### config.mk
export PLATFORM = sky130hd
export DESIGN_NAME = socr_regs
export DESIGN_NICKNAME = d
export VERILOG_FILES = /design/src/common/socr_pkg.sv /design/src/design/socr_addr_capture.sv /design/src/design/socr_pin_stage.sv /design/src/design/socr_regs.sv
export SDC_FILE = /design/constraint.sdc
export NUM_CORES = 1
export LEC_CHECK = 0
export BUFFER_PORTS_ARGS = -buffer_cell sky130_fd_sc_hd__buf_4
export CAP_MARGIN = 10
export CORE_MARGIN = 2
export CORE_UTILIZATION = 55
export DETAILED_ROUTE_END_ITERATION = 8
export PLACE_DENSITY = 0.86
export SETUP_SLACK_MARGIN = 0.05
export SYNTH_ARGS = -nofsm -noshare
export SYNTH_HDL_FRONTEND = slang
export SYNTH_SLANG_ARGS = --single-unit
### constraint.sdc
create_clock -name hclk -period 7.3 [get_ports hclk]
set_input_delay 1.46 -clock hclk [delete_from_list [all_inputs] [get_ports hclk]]
set_output_delay 1.46 -clock hclk [all_outputs]
set_load 0.05 [all_outputs]
### src/common/socr_pkg.sv
/*
 Constants, types and decode helpers shared by the output synthesizer
 configuration register slice. Assumes an AHB-Lite register bus with
 32-bit data; each byte register sits in the low lane of one word.
*/

package socr_pkg;

   ////////////////////////////////////////////////////////////////////////
   // Register indices; byte address is four times the index
   localparam logic [7:0] IDX_PULSE_LOW  = 8'h45;
   localparam logic [7:0] IDX_PULSE_MID  = 8'h46;
   localparam logic [7:0] IDX_PULSE_HIGH = 8'h47;
   localparam logic [7:0] IDX_ENABLE     = 8'h48;
   localparam logic [7:0] IDX_RUN        = 8'h49;
   localparam logic [7:0] IDX_MULT_LOW   = 8'h4a;
   localparam logic [7:0] IDX_MULT_HIGH  = 8'h4b;
   localparam logic [7:0] IDX_QUADRANT   = 8'h4c;
   localparam logic [7:0] IDX_STATUS     = 8'h60;
   localparam int unsigned NUM_REGS      = 8;

   // Reset values, slot 0 (index 0x45) in the low byte
   localparam logic [7:0] RST_PULSE_LOW  = 8'h00;
   localparam logic [7:0] RST_PULSE_MID  = 8'h00;
   localparam logic [7:0] RST_PULSE_HIGH = 8'h00;
   localparam logic [7:0] RST_ENABLE     = 8'h8f;
   localparam logic [7:0] RST_RUN        = 8'h0f;
   localparam logic [7:0] RST_MULT_LOW   = 8'hc1;
   localparam logic [7:0] RST_MULT_HIGH  = 8'h00;
   localparam logic [7:0] RST_QUADRANT   = 8'h00;
   localparam logic [63:0] RST_PACKED = {RST_QUADRANT, RST_MULT_HIGH,
      RST_MULT_LOW, RST_RUN, RST_ENABLE, RST_PULSE_HIGH, RST_PULSE_MID,
      RST_PULSE_LOW};

   // Field positions
   localparam int unsigned BIT_CLK_A      = 0;
   localparam int unsigned BIT_CLK_B      = 1;
   localparam int unsigned BIT_LOOP_SEL   = 6;
   localparam int unsigned COARSE_MSB     = 5;
   localparam int unsigned MULT_HIGH_MSB  = 5;
   localparam int unsigned QUAD_MSB       = 1;

   // Units of the programmed values
   localparam int unsigned FINE_STEP_KHZ  = 262144;  // 262.144 MHz period
   localparam int unsigned COARSE_STEP_HZ = 8000;
   localparam int unsigned MULT_STEP_HZ   = 8000;
   localparam int unsigned CLK_HZ         = 25000000;

   ////////////////////////////////////////////////////////////////////////
   // Decoded transfer of one address phase
   typedef struct packed {
      logic       valid;
      logic       write;
      logic       in_map;
      logic [7:0] idx;
   } socr_xfer_t;

   // Settings handed to the synthesizer core
   typedef struct packed {
      logic [21:0] pulse_offset;
      logic        loop_select;
      logic [13:0] mult;
      logic [1:0]  quadrant;
   } socr_synth_cfg_t;

   // Per-pin control
   typedef struct packed {
      logic drive_enable;
      logic toggle;
   } socr_pin_ctl_t;

   // Index belongs to the byte register bank
   function automatic logic is_cfg(input logic [7:0] idx);
      return (idx >= IDX_PULSE_LOW) && (idx <= IDX_QUADRANT);
   endfunction

   // Slot within the bank
   function automatic logic [2:0] slot_of(input logic [7:0] idx);
      logic [7:0] diff;
      diff = idx - IDX_PULSE_LOW;
      return diff[2:0];
   endfunction

endpackage

### src/design/socr_addr_capture.sv
/*
 AHB-Lite address phase decoder and data phase holder.
 Assumes a single slave whose hreadyout is the bus hready.
*/
`timescale 1ns/1ps
`default_nettype none

module socr_addr_capture
(
   // Clock and reset
   input  wire  logic               hclk,
   input  wire  logic               hresetn,
   // Address phase
   input  wire  logic               hsel,
   input  wire  logic [31:0]        haddr,
   input  wire  logic [1:0]         htrans,
   input  wire  logic               hwrite,
   input  wire  logic               hready,
   // Decoded phases
   output var   socr_pkg::socr_xfer_t addr_now,
   output var   socr_pkg::socr_xfer_t xfer_reg
);

   ////////////////////////////////////////////////////////////////////////
   // Only NONSEQ/SEQ with hready start a transfer; upper bits must be zero
   wire logic       start    = hsel & htrans[1] & hready;
   wire logic       word_ok  = (haddr[31:10] == 22'h0) &
                               (haddr[1:0] == 2'h0);
   wire logic [7:0] idx      = haddr[9:2];

   assign addr_now.valid  = start;
   assign addr_now.write  = hwrite;
   assign addr_now.in_map = word_ok;
   assign addr_now.idx    = idx;

   // Held for the data phase; zero wait states so one cycle
   always_ff @(posedge hclk or negedge hresetn)
   begin
      if (!hresetn)
         xfer_reg <= '0;
      else if (hready)
         xfer_reg <= addr_now;
   end

endmodule

`default_nettype wire

### src/design/socr_pin_stage.sv
/*
 Output stage of one synthesizer clock pin: gates the toggle and drives
 the enable. Assumes the raw clock is synchronous to hclk.
*/
`timescale 1ns/1ps
`default_nettype none

module socr_pin_stage
(
   // Clock and reset
   input  wire  logic                  hclk,
   input  wire  logic                  hresetn,
   // Control and raw clock
   input  wire  socr_pkg::socr_pin_ctl_t ctl,
   input  wire  logic                  raw_clock,
   // Pin
   output logic                        pin_out,
   output logic                        pin_oe
);

   ////////////////////////////////////////////////////////////////////////
   // Stopped clock parks low so restart begins on a clean rising edge
   always_ff @(posedge hclk or negedge hresetn)
   begin
      if (!hresetn)
      begin
         pin_out <= 1'b0;
         pin_oe  <= 1'b0;
      end
      else
      begin
         pin_out <= ctl.toggle & raw_clock;
         pin_oe  <= ctl.drive_enable;
      end
   end

endmodule

`default_nettype wire

### src/design/socr_regs.sv
/*
 Configuration register slice for the second output synthesizer and the
 three offset bytes of the first synthesizer's second frame pulse.
 Assumes an AHB-Lite master doing single word transfers, raw clocks from
 the synthesizer core synchronous to hclk.
*/
// Added by the designer: the AHB-Lite slave port.
`timescale 1ns/1ps
`default_nettype none

module socr_regs
(
   // Clock and reset
   input  wire  logic                    hclk,
   input  wire  logic                    hresetn,
   // AHB-Lite slave
   input  wire  logic                    hsel,
   input  wire  logic [31:0]             haddr,
   input  wire  logic [1:0]              htrans,
   input  wire  logic                    hwrite,
   input  wire  logic [2:0]              hsize,
   input  wire  logic [31:0]             hwdata,
   input  wire  logic                    hready,
   output logic                          hreadyout,
   output logic                          hresp,
   output logic [31:0]                   hrdata,
   // Raw synthesizer clocks
   input  wire  logic                    synth_clock_a_raw,
   input  wire  logic                    synth_clock_b_raw,
   // Synthesizer settings
   output var   socr_pkg::socr_synth_cfg_t cfg_reg,
   // Clock pins
   output logic                          second_synth_clock_a,
   output logic                          second_synth_clock_a_oe,
   output logic                          second_synth_clock_b,
   output logic                          second_synth_clock_b_oe
);

   ////////////////////////////////////////////////////////////////////////
   // Bus front end
   socr_pkg::socr_xfer_t addr_now;
   socr_pkg::socr_xfer_t xfer_reg;

   socr_addr_capture u_capture
   (
      .hclk     (hclk),
      .hresetn  (hresetn),
      .hsel     (hsel),
      .haddr    (haddr),
      .htrans   (htrans),
      .hwrite   (hwrite),
      .hready   (hready),
      .addr_now (addr_now),
      .xfer_reg (xfer_reg)
   );

   // hsize is not decoded: every access acts on the low byte lane
   wire logic unused_size = ^hsize;

   ////////////////////////////////////////////////////////////////////////
   // Byte register bank
   logic [7:0] regs_reg  [socr_pkg::NUM_REGS];
   logic [7:0] regs_next [socr_pkg::NUM_REGS];

   wire logic       wr_fire = xfer_reg.valid & xfer_reg.write &
                              xfer_reg.in_map &
                              socr_pkg::is_cfg(xfer_reg.idx);
   wire logic [2:0] wr_slot = socr_pkg::slot_of(xfer_reg.idx);

   // Reserved bits are stored as written and read back unchanged
   always_comb
   begin
      for (int i = 0; i < socr_pkg::NUM_REGS; i++)
      begin
         regs_next[i] = regs_reg[i];
      end
      if (wr_fire)
         regs_next[wr_slot] = hwdata[7:0];
   end

   // Write lands at the end of the data phase
   always_ff @(posedge hclk or negedge hresetn)
   begin
      if (!hresetn)
      begin
         for (int i = 0; i < socr_pkg::NUM_REGS; i++)
            regs_reg[i] <= socr_pkg::RST_PACKED[i*8 +: 8];
      end
      else
      begin
         for (int i = 0; i < socr_pkg::NUM_REGS; i++)
            regs_reg[i] <= regs_next[i];
      end
   end

   ////////////////////////////////////////////////////////////////////////
   // Named views of the bank
   wire logic [7:0] pulse_b_fine_delay_low =
      regs_reg[socr_pkg::slot_of(socr_pkg::IDX_PULSE_LOW)];
   wire logic [7:0] pulse_b_fine_delay_mid =
      regs_reg[socr_pkg::slot_of(socr_pkg::IDX_PULSE_MID)];
   wire logic [7:0] pulse_high_byte =
      regs_reg[socr_pkg::slot_of(socr_pkg::IDX_PULSE_HIGH)];
   wire logic [7:0] enable_byte =
      regs_reg[socr_pkg::slot_of(socr_pkg::IDX_ENABLE)];
   wire logic [7:0] run_byte =
      regs_reg[socr_pkg::slot_of(socr_pkg::IDX_RUN)];
   wire logic [7:0] clock_a_multiplier_low =
      regs_reg[socr_pkg::slot_of(socr_pkg::IDX_MULT_LOW)];
   wire logic [7:0] mult_high_byte =
      regs_reg[socr_pkg::slot_of(socr_pkg::IDX_MULT_HIGH)];
   wire logic [7:0] quadrant_byte =
      regs_reg[socr_pkg::slot_of(socr_pkg::IDX_QUADRANT)];

   // coarse field, whole 8 kHz cycles
   wire logic [5:0] pulse_b_coarse_delay =
      pulse_high_byte[socr_pkg::COARSE_MSB:0];
   wire logic [5:0] clock_a_multiplier_high =
      mult_high_byte[socr_pkg::MULT_HIGH_MSB:0];
   wire logic [1:0] clock_a_quadrant_shift =
      quadrant_byte[socr_pkg::QUAD_MSB:0];

   ////////////////////////////////////////////////////////////////////////
   // Synthesizer settings; reserved bits never reach the core
   socr_pkg::socr_synth_cfg_t cfg_next;

   // one 22-bit offset from three bytes
   // middle byte, low byte, fine part in 262.144 MHz periods
   assign cfg_next.pulse_offset = {pulse_b_coarse_delay,
                                   pulse_b_fine_delay_mid,
                                   pulse_b_fine_delay_low};
   assign cfg_next.loop_select  = enable_byte[socr_pkg::BIT_LOOP_SEL];
   assign cfg_next.mult         = {clock_a_multiplier_high,
                                   clock_a_multiplier_low};
   assign cfg_next.quadrant     = clock_a_quadrant_shift;

   always_ff @(posedge hclk or negedge hresetn)
   begin
      if (!hresetn)
         cfg_reg <= '0;
      else
         cfg_reg <= cfg_next;
   end

   ////////////////////////////////////////////////////////////////////////
   // Clock pin control
   socr_pkg::socr_pin_ctl_t ctl_a;
   socr_pkg::socr_pin_ctl_t ctl_b;

   assign ctl_a.drive_enable = enable_byte[socr_pkg::BIT_CLK_A];
   assign ctl_a.toggle       = run_byte[socr_pkg::BIT_CLK_A];
   assign ctl_b.drive_enable = enable_byte[socr_pkg::BIT_CLK_B];
   assign ctl_b.toggle       = run_byte[socr_pkg::BIT_CLK_B];

   socr_pin_stage u_pin_a
   (
      .hclk      (hclk),
      .hresetn   (hresetn),
      .ctl       (ctl_a),
      .raw_clock (synth_clock_a_raw),
      .pin_out   (second_synth_clock_a),
      .pin_oe    (second_synth_clock_a_oe)
   );

   socr_pin_stage u_pin_b
   (
      .hclk      (hclk),
      .hresetn   (hresetn),
      .ctl       (ctl_b),
      .raw_clock (synth_clock_b_raw),
      .pin_out   (second_synth_clock_b),
      .pin_oe    (second_synth_clock_b_oe)
   );

   ////////////////////////////////////////////////////////////////////////
   // Read path; data taken from the bank after any write now landing,
   // so a read right behind a write sees the new value
   wire logic       rd_fire = addr_now.valid & ~addr_now.write &
                              addr_now.in_map;
   wire logic       rd_cfg  = socr_pkg::is_cfg(addr_now.idx);
   wire logic       rd_stat = (addr_now.idx == socr_pkg::IDX_STATUS);
   wire logic [7:0] rd_bank = regs_next[socr_pkg::slot_of(addr_now.idx)];
   wire logic [7:0] status_byte = {4'h0,
                                   second_synth_clock_b_oe,
                                   second_synth_clock_b,
                                   second_synth_clock_a_oe,
                                   second_synth_clock_a};
   wire logic [7:0] rd_byte = rd_cfg  ? rd_bank :
                              rd_stat ? status_byte : 8'h00;
   wire logic [31:0] hrdata_next = rd_fire ? {24'h000000, rd_byte}
                                           : 32'h00000000;

   // Zero wait states, always OKAY
   always_ff @(posedge hclk or negedge hresetn)
   begin
      if (!hresetn)
      begin
         hrdata    <= 32'h00000000;
         hreadyout <= 1'b1;
         hresp     <= 1'b0;
      end
      else
      begin
         hrdata    <= hrdata_next;
         hreadyout <= 1'b1;
         hresp     <= 1'b0;
      end
   end
endmodule

`default_nettype wire

## Word level (Yosys, flattened, before mapping)

Index checks and enable logic that the tools add are counted.

- Bits in registers: 150
- Latch bits: 0
- Bits in writable memories: 0
- ROM bits: 0
- Input port bits: 76
- Output and inout bits: 77
- Word-level logic and storage cells: 59
- Memories kept: 0

- Add/subtract/negate cells: 2
- Multipliers: 0
- Div/mod/pow operators: 0
- Magnitude comparators: 7
- Eq/ne operators: 1
- Shift-type cells: 0
- Muxes and demuxes: 10
- Bitwise operators: 13
- Reductions and logical operators: 5

Operator list:

| kind | count |
|---|---|
| bitwise mux 64 bit | 1 |
| two-way mux 64 bit | 1 |
| two-way mux 8 bit | 5 |
| binary-select mux 8 bit (select 3 bit) | 1 |
| demux 8 bit (select 3 bit) | 1 |
| zero test 22 bit | 1 |
| greater-or-equal comparator 8 x 7 -> 1 bit (second input constant) | 2 |
| <= comparator 8 x 7 -> 1 bit (second input constant) | 2 |
| bitwise AND 1 bit | 10 |
| == test 8 x 7 -> 1 bit (second input constant) | 1 |
| greater-or-equal comparator 4 bit (second input constant) | 2 |
| NOT 3 -> 4 bit | 2 |
| subtractor 3 bit (second input constant) | 2 |
| < comparator 4 x 1 -> 1 bit (second input constant) | 1 |
| two-way mux 4 bit | 1 |
| logical AND 1 bit | 3 |
| zero test 2 bit | 1 |
| NOT 1 bit | 1 |

## Longest topological paths before layout

Gate-level depths: netlist of the first run.

- Depth after elaboration: 13
- Depth in mapped cells: 11
- Gate-level depth less buffers: 8

## Cells and area by module

Synthesis of the first run repeated with hierarchy kept, for this count alone.

- Cells, all modules: 471
- Area, all modules: 5,689.2 µm²

Modules (own cells, without submodules):

| module | instances | cells an instance | area each (µm²) |
|---|---|---|---|
| socr_regs | 1 | 419 | 4,989.8 |
| socr_addr_capture | 1 | 46 | 586.8 |
| socr_pin_stage | 2 | 3 | 56.3 |

## Worst setup path before layout of the first run

OpenSTA, ideal clock, no wires.

- Kind: input to register
- Start: input port haddr[2]
- End: register hrdata[4]
- Library setup time: 0.137 ns
- Arrival: 3.527 ns
- Data required time: 7.163 ns
- Path slack: 3.637 ns
- Stages: 10
- Path through: buf_6 > clkinv_1 > ha_1 > xnor2_1 > and4_2 > clkbuf_1 > nand3_1 > mux2_2 > a211oi_1 > a2111oi_2

- Cells in the longest elaborated chain, start to end: 7

Ends and longest elaborated chain:

| item | RTL line | RTL |
|---|---|---|
| from (decl) | socr_regs.sv:18 | `input wire logic [31:0] haddr,` |
| subtractor 3 bit | socr_pkg.sv:80 | `diff = idx - IDX_PULSE_LOW;` |
| NOT 3 -> 4 bit (implied by the code) | socr_regs.sv:182 | `wire logic [7:0] rd_bank = regs_next[socr_pkg::slot_of(addr_now.idx)];` |
| binary-select mux 8 bit (select 3 bit) | socr_regs.sv:182 |  |
| two-way mux 8 bit (implied by the code) (2 in series) | socr_regs.sv:182 |  |
| two-way mux 8 bit * | socr_regs.sv:188 | `wire logic [7:0] rd_byte = rd_cfg ? rd_bank :` |
| two-way mux 8 bit * | socr_regs.sv:190 | `wire logic [31:0] hrdata_next = rd_fire ? {24'h000000, rd_byte}` |
| via hrdata_next[4] | socr_regs.sv:190 |  |
| to (signal assigned) | socr_regs.sv:204 | `hrdata <= hrdata_next;` |
| to (decl) | socr_regs.sv:26 | `output logic [31:0] hrdata,` |

Mark *: on every way through the listed nets, which the timed path passes. The rest lies on a longest branch. The select of a mux whose other input is x is not followed.
A chain may end at the register's enable or synchronous reset.

## Final worst setup path of the first run

- Start: input port haddr[2]
- End: register hrdata[6]

Same word-level chain as after synthesis.

==> out/qor.yml, run 1 <==
setup_violations: 0
power_frac_comb_pct: 10.4
cp.arrival_ns: 5.05
grt_pass1_wl_um: 23100
rr_startpoint: "u_capture.xfer_reg[0]"
cts_buffers: 17
yosys_warnings: 0
syn_to_final_growth_pct: 22.8
fmax_mhz: 212
worstSetupEndpointType: "flop"
vias_per_cell: 5.94
cp_top_family: "adder cells"
power_w: 0.00181
hold_violations: 0
slew_viol_final: 0
ff2ff_path_depth: 8
yosysTopAreaCell: "dfrtp_1"
slew-limit-headroom_pct: 33.3
grt_use_total_pct: 27.1
drv_cap: 0
die_y_um: 106
status: "finished clean"
routedWlPerCell_um: 19.7
netlist_area_um2: 5710
antenna_found_initial: 0
reg2reg_setup_slack_ns: 3.43
wl_um: 14700
netlist_instances: 503
setup_tns_ns: 0
crit_fanout: 22
cts.sinks: 126
yosys-top-cells-area: "dfrtp_1, mux2_2, dfstp_2"
cp_num_buf_inv: 2
layout_commonest_cell: "dfrtp_1"
pwr-share-clk_pct: 49.6
drive_gt1_share_pct: 32.4
fin_crit_sh_pct: 64.7
firstDrtPassIters: 6
initialDrtViolationCount: 427
rows: 37
switchingPower_w: 0.000443
async_flop_share_pct: 100
leakagePower_nw: 3.22
fin_nets: 677
grt_max_degree: 81
port_buffers: 98
min_path_type: "reg2reg"
cts.path.max_buffers: 2
ys_seq_elements: 126
tightest_slew_ns: 0.997
h-tree-depth: 4
cts_tree: "yes"
yosys.cell_types.count: 60
holdPathEnd: "cfg_reg[24]"
antenna_cells: 0
r2r_end: "hrdata[4]"
cts_setup_buffers: 0
rsz0062_at_grt: "false"
synth_ff_type: "dfrtp_1"
vdd_drop_max_uv: 145
clkLatencyLatePin_ns: 0.52
die_area_um2: 11200
synth_top_area_share_pct: 49.9
seq_area_frac_synth_pct: 55.5
post-route-min-period_ns: 4.72
grt_pass1_vias: 4404
min_from: "pulse_b_fine_delay_low[7]"
hold_depth: 0
clock_tree.root_cell: "clkbuf_8"
slowest_stage: "ha_1"
powerDensity_nw_per_um2: 257
switching_share_pct: 24.5
cp_slowest_stage_delay_ns: 1.05
die_x_um: 106
ios: 153
syn_area_per_cell_um2: 11.4
initial_utilization_pct: 56.1
start_kind: "primary input"
synth-edff-count: 0
internal-power_w: 0.00136
ant_nets: 0
core_area_um2: 10200
ctsResizeCount: 0
overflow: 0
worst-path-stages: 9
num_vias: 4416
critPathRequiredTime_ns: 7.63
dp_hpwl_um: 10100
p_seq_share_pct: 40.0
clkTransAtPathRegs_ns: 0.06
drc: 0
largest_reg_flops: 39
gp_congestion: 0.896
cts_hold_buf: 0
crit_chain: "buf_4 -> clkinv_1 -> ha_1 -> xnor2_1 -> nand4_1 -> o41ai_1 -> a211oi_1 -> o21ai_0 -> a32oi_1"
worstSetupPathType: "in2reg"
finalClockSkew_ns: 0.00816
final_cell_mix: "dfrtp_1, buf_4, o21ai_0, mux2_2, nand2_1"
## power by group through the flow
stage | Sequential, W | Clock (W) | Combinational, W
finish | 0.000723 | 0.000896 | 0.000187
global route | 0.000724 | 0.000935 | 0.000201
CTS | 0.000723 | 0.000897 | 0.000185
detailed placement | 0.000735 | 0 | 0.000183
global placement | 0.000734 | 0 | 0.000178
floorplan | 0.000743 | 0 | 0.000118
## synthesized netlist by cell type, types with 2 or more instances
cell	instances
o21ai_0	41
a2111o_1	2
a32oi_1	3
nor3_1	9
mux2i_1	5
and4_2	2
o21a_1	4
o21bai_1	2
mux2_2	41
o41ai_1	3
a41oi_1	5
a31oi_1	9
nor4_1	9
conb_1	2
o211ai_1	6
or4_1	2
xor2_1	2
a21oi_1	8
nand4_1	6
o221ai_1	9
buf_6	2
ha_1	6
and2_1	3
o31ai_1	6
or2_2	6
o21ai_1	5
clkbuf_1	18
buf_4	28
nand3b_1	2
a21o_1	3
dfrtp_1	114
nand2_1	39
inv_1	23
nand2b_1	8
nand3_1	5
or3b_1	2
clkinv_1	2
nor2_1	18
a211oi_1	8
dfstp_2	12
o41a_1	4
## final cells by class
class,count,area (um2)
clock buffers,21,439
flip-flops and latches,126,3170
fillers,748,3170
clock inverters,11,189
inverters,25,93.8
well taps,136,170
multi-input cells,324,2200
repair buffers,101,758
## metal layers
| metal | up-vias | wire length, um | global-route usage, % |
|---|---|---|---|
| met1 | 2155 | 5790 | 35.3 |
| li1 | 1954 | - | - |
| met3 | 36 | 1160 | 5.03 |
| met2 | 271 | 7340 | 44.7 |
| met4 | 0 | 392 | 12.0 |
| met5 | - | 0 | 0 |
## worst max path at each step
stage | slack [ns] | end | from
2_1_floorplan | 3.64 | hrdata[4] | haddr[2]
3_3_place_gp | 2.32 | hrdata[4] | haddr[2]
3_5_place_dp | 2.24 | hrdata[6] | haddr[2]
4_1_cts | 2.76 | hrdata[6] | haddr[2]
5_1_grt | 2.39 | hrdata[6] | haddr[2]
6_report | 2.58 | hrdata[6] | haddr[2]
## through the flow
stage / setup WS, ns / std cells / utilization, % / hold WS, ns / area (um2)
4_1_cts: 2.76 / 744 / 68.9 / 0.374 / 7020
3_5_place_dp: 2.24 / 712 / 62.7 / 0.364 / 6390
2_1_floorplan: 3.64 / 527 / - / 0.348 / 5800
5_1_grt: 2.39 / 744 / 68.9 / 0.392 / 7020
3_3_place_gp: 2.32 / 712 / 62.7 / 0.364 / 6390
6_report: 2.58 / 744 / 68.9 / 0.374 / 7020
## cell families (layout without fill, tap and decap cells)
| kind of cell | count (synthesis) | in the layout | synth area share (%) |
|---|---|---|---|
| other | 2 | 26 | 0.131 |
| adder cells (fa/ha/maj) | 6 | 6 | 1.31 |
| AO/OA/AOI/OAI | 122 | 122 | 14.5 |
| XOR/XNOR | 3 | 3 | 0.460 |
| multiplexers | 47 | 47 | 9.35 |
| flip-flops | 126 | 126 | 55.5 |
| buffers and inverters | 77 | 158 | 7.64 |
| AND/OR/NAND/NOR | 120 | 120 | 11.1 |
No activity file was read; power rests on OpenSTA's default activity.
==> run 2: changes to the inputs <==
- CORE_UTILIZATION: 55 -> 53
- PLACE_DENSITY: 0.86 -> 0.83
- clock period: 7.3 -> 4.6 ns (I/O delays scaled with it)
==> run 2 against run 1 <==
Compared with the run above: clock skew shrank 0.00069 ns; combinational power grew 59%; final area grew 0.59%; register-to-register slack lost 2.5 ns; first-iteration DRC count grew 10%; clock power grew 60%; global-route usage shrank 1.2 points; sequential share of layout area shrank 0.26 points; flip-flop and latch count is the same; sequential power grew 59%.
==> out/qor.yml, run 2 (synthesized netlist as in run 1, its figures left out) <==
status: "finished clean"
finalClockSkew_ns: 0.00747
fin_crit_sh_pct: 79.1
port_buffers: 98
crit_chain: "clkinv_1 -> ha_1 -> inv_1 -> nand4_1 -> mux2i_1 -> mux4_2 -> a2111oi_2"
antenna_cells: 0
ios: 153
die_y_um: 108
num_vias: 4475
cts_hold_buf: 0
multiInputGateArea_um2: 2200
slowest_stage: "dfrtp_1"
clkLatencyLatePin_ns: 0.53
cp.arrival_ns: 4.03
powerDensity_nw_per_um2: 408
setup_tns_ns: 0
worstSetupPathType: "reg2reg"
cts_tree: "yes"
vdd_drop_max_uv: 230
grt_use_total_pct: 25.9
fmax_mhz: 275
r2r_end: "hrdata[4]"
grt_pass1_wl_um: 22600
worstSetupEndpointType: "flop"
initialDrtViolationCount: 470
die_x_um: 108
critPathRequiredTime_ns: 4.99
min_from: "pulse_b_fine_delay_low[4]"
layout_commonest_cell: "dfrtp_1"
grt_pass1_vias: 4327
grt_max_degree: 58
fillers: 733
cts_setup_buffers: 0
overflow: 0
post-route-min-period_ns: 3.64
drv_cap: 0
gp_congestion: 0.948
slew_viol_final: 0
crit_fanout: 12
rr_startpoint: "u_capture.xfer_reg[0]"
cts.sinks: 126
fin_cells: 748
vias_per_cell: 5.98
initial_utilization_pct: 54.8
seq_area_um2: 3170
rows: 37
tightest_slew_ns: 0.978
setup_violations: 0
ctsResizeCount: 0
reg2reg_setup_slack_ns: 0.96
slew-limit-headroom_pct: 34.2
holdPathEnd: "cfg_reg[21]"
hold_depth: 0
cts.path.max_buffers: 2
power_w: 0.00288
final_cell_mix: "dfrtp_1, buf_4, o21ai_0, mux2_2, nand2_1"
cts_buffers: 17
clock_tree.root_cell: "clkbuf_8"
place_inst: 717
hold_violations: 0
antenna_found_initial: 0
fin_nets: 682
start_kind: "flop"
die_area_um2: 11600
clkTransAtPathRegs_ns: 0.06
syn_to_final_growth_pct: 23.5
firstDrtPassIters: 5
core_area_um2: 10400
ant_nets: 0
ff2ff_path_depth: 7
h-tree-depth: 4
drive_gt1_share_pct: 33.2
routedWlPerCell_um: 19.3
rsz0062_at_grt: "false"
min_path_type: "reg2reg"
drc: 0
cp_slowest_stage_delay_ns: 0.57
dp_hpwl_um: 10000
largest_reg_flops: 39
wl_um: 14500
cp_top_family: "multiplexers"
leakagePower_nw: 3.24
cp_num_buf_inv: 2
[run 2: area by class of cell]
class                      instances  share of cell area, %
clock inverter                    13                   3.03
multi-input combinational        324                   31.1
timing repair buffer             106                   11.3
sequential                       126                   44.9
tap                              136                   2.41
inverter                          25                   1.33
clock buffer                      18                   5.92
[run 2: power breakdown]
group	leakage [nW]	internal, W	switching [W]
logic	1.52	0.0000884	0.000208
clock network	0.301	0.000935	0.000498
registers	1.42	0.00113	0.0000171
total	3.24	0.00215	0.000723
[run 2: worst register-to-register path, delay by kind of cell (launching register included)]
family                     cells  cell delay, ns
buffers and inverters          2            0.62
and+or+nand+nor                1            0.52
DFF                            1            0.57
AOI/OAI and AO/OA              1            0.45
adders and majority gates      1            0.54
muxes                          2            0.80
[run 2: metal layers]
layer | global-route usage [%] | vias to the layer above | routed length [um]
met5 | 0 | - | 0
met4 | 10.4 | 0 | 363
met3 | 6.23 | 49 | 1180
met2 | 43.0 | 281 | 7170
met1 | 32.6 | 2181 | 5760
li1 | - | 1964 | -
[run 2: worst max path at each step]
| stage | depth (start not counted) | slack [ns] | to | start |
|---|---|---|---|---|
| 6_report | 7 | 0.96 | hrdata[4] | u_capture.xfer_reg[0] |
| 5_1_grt | 7 | 0.74 | hrdata[4] | u_capture.xfer_reg[0] |
| 4_1_cts | 7 | 1.04 | hrdata[4] | u_capture.xfer_reg[0] |
| 3_5_place_dp | 9 | 0.93 | hrdata[4] | haddr[2] |
| 3_3_place_gp | 9 | 1.01 | hrdata[4] | haddr[2] |
| 2_1_floorplan | 10 | 1.48 | hrdata[4] | haddr[2] |
[run 2: through the flow]
stage / cell area (um2) / worst slack [ns] / utilization (%) / hold WS [ns]
after CTS: 7060 / 1.04 / 67.7 / 0.388
after floorplan: 5800 / 1.48 / - / 0.348
after detailed placement: 6420 / 0.927 / 61.7 / 0.370
after global routing: 7060 / 0.735 / 67.7 / 0.394
after global placement: 6420 / 1.01 / 61.7 / 0.363
final: 7060 / 0.962 / 67.7 / 0.391
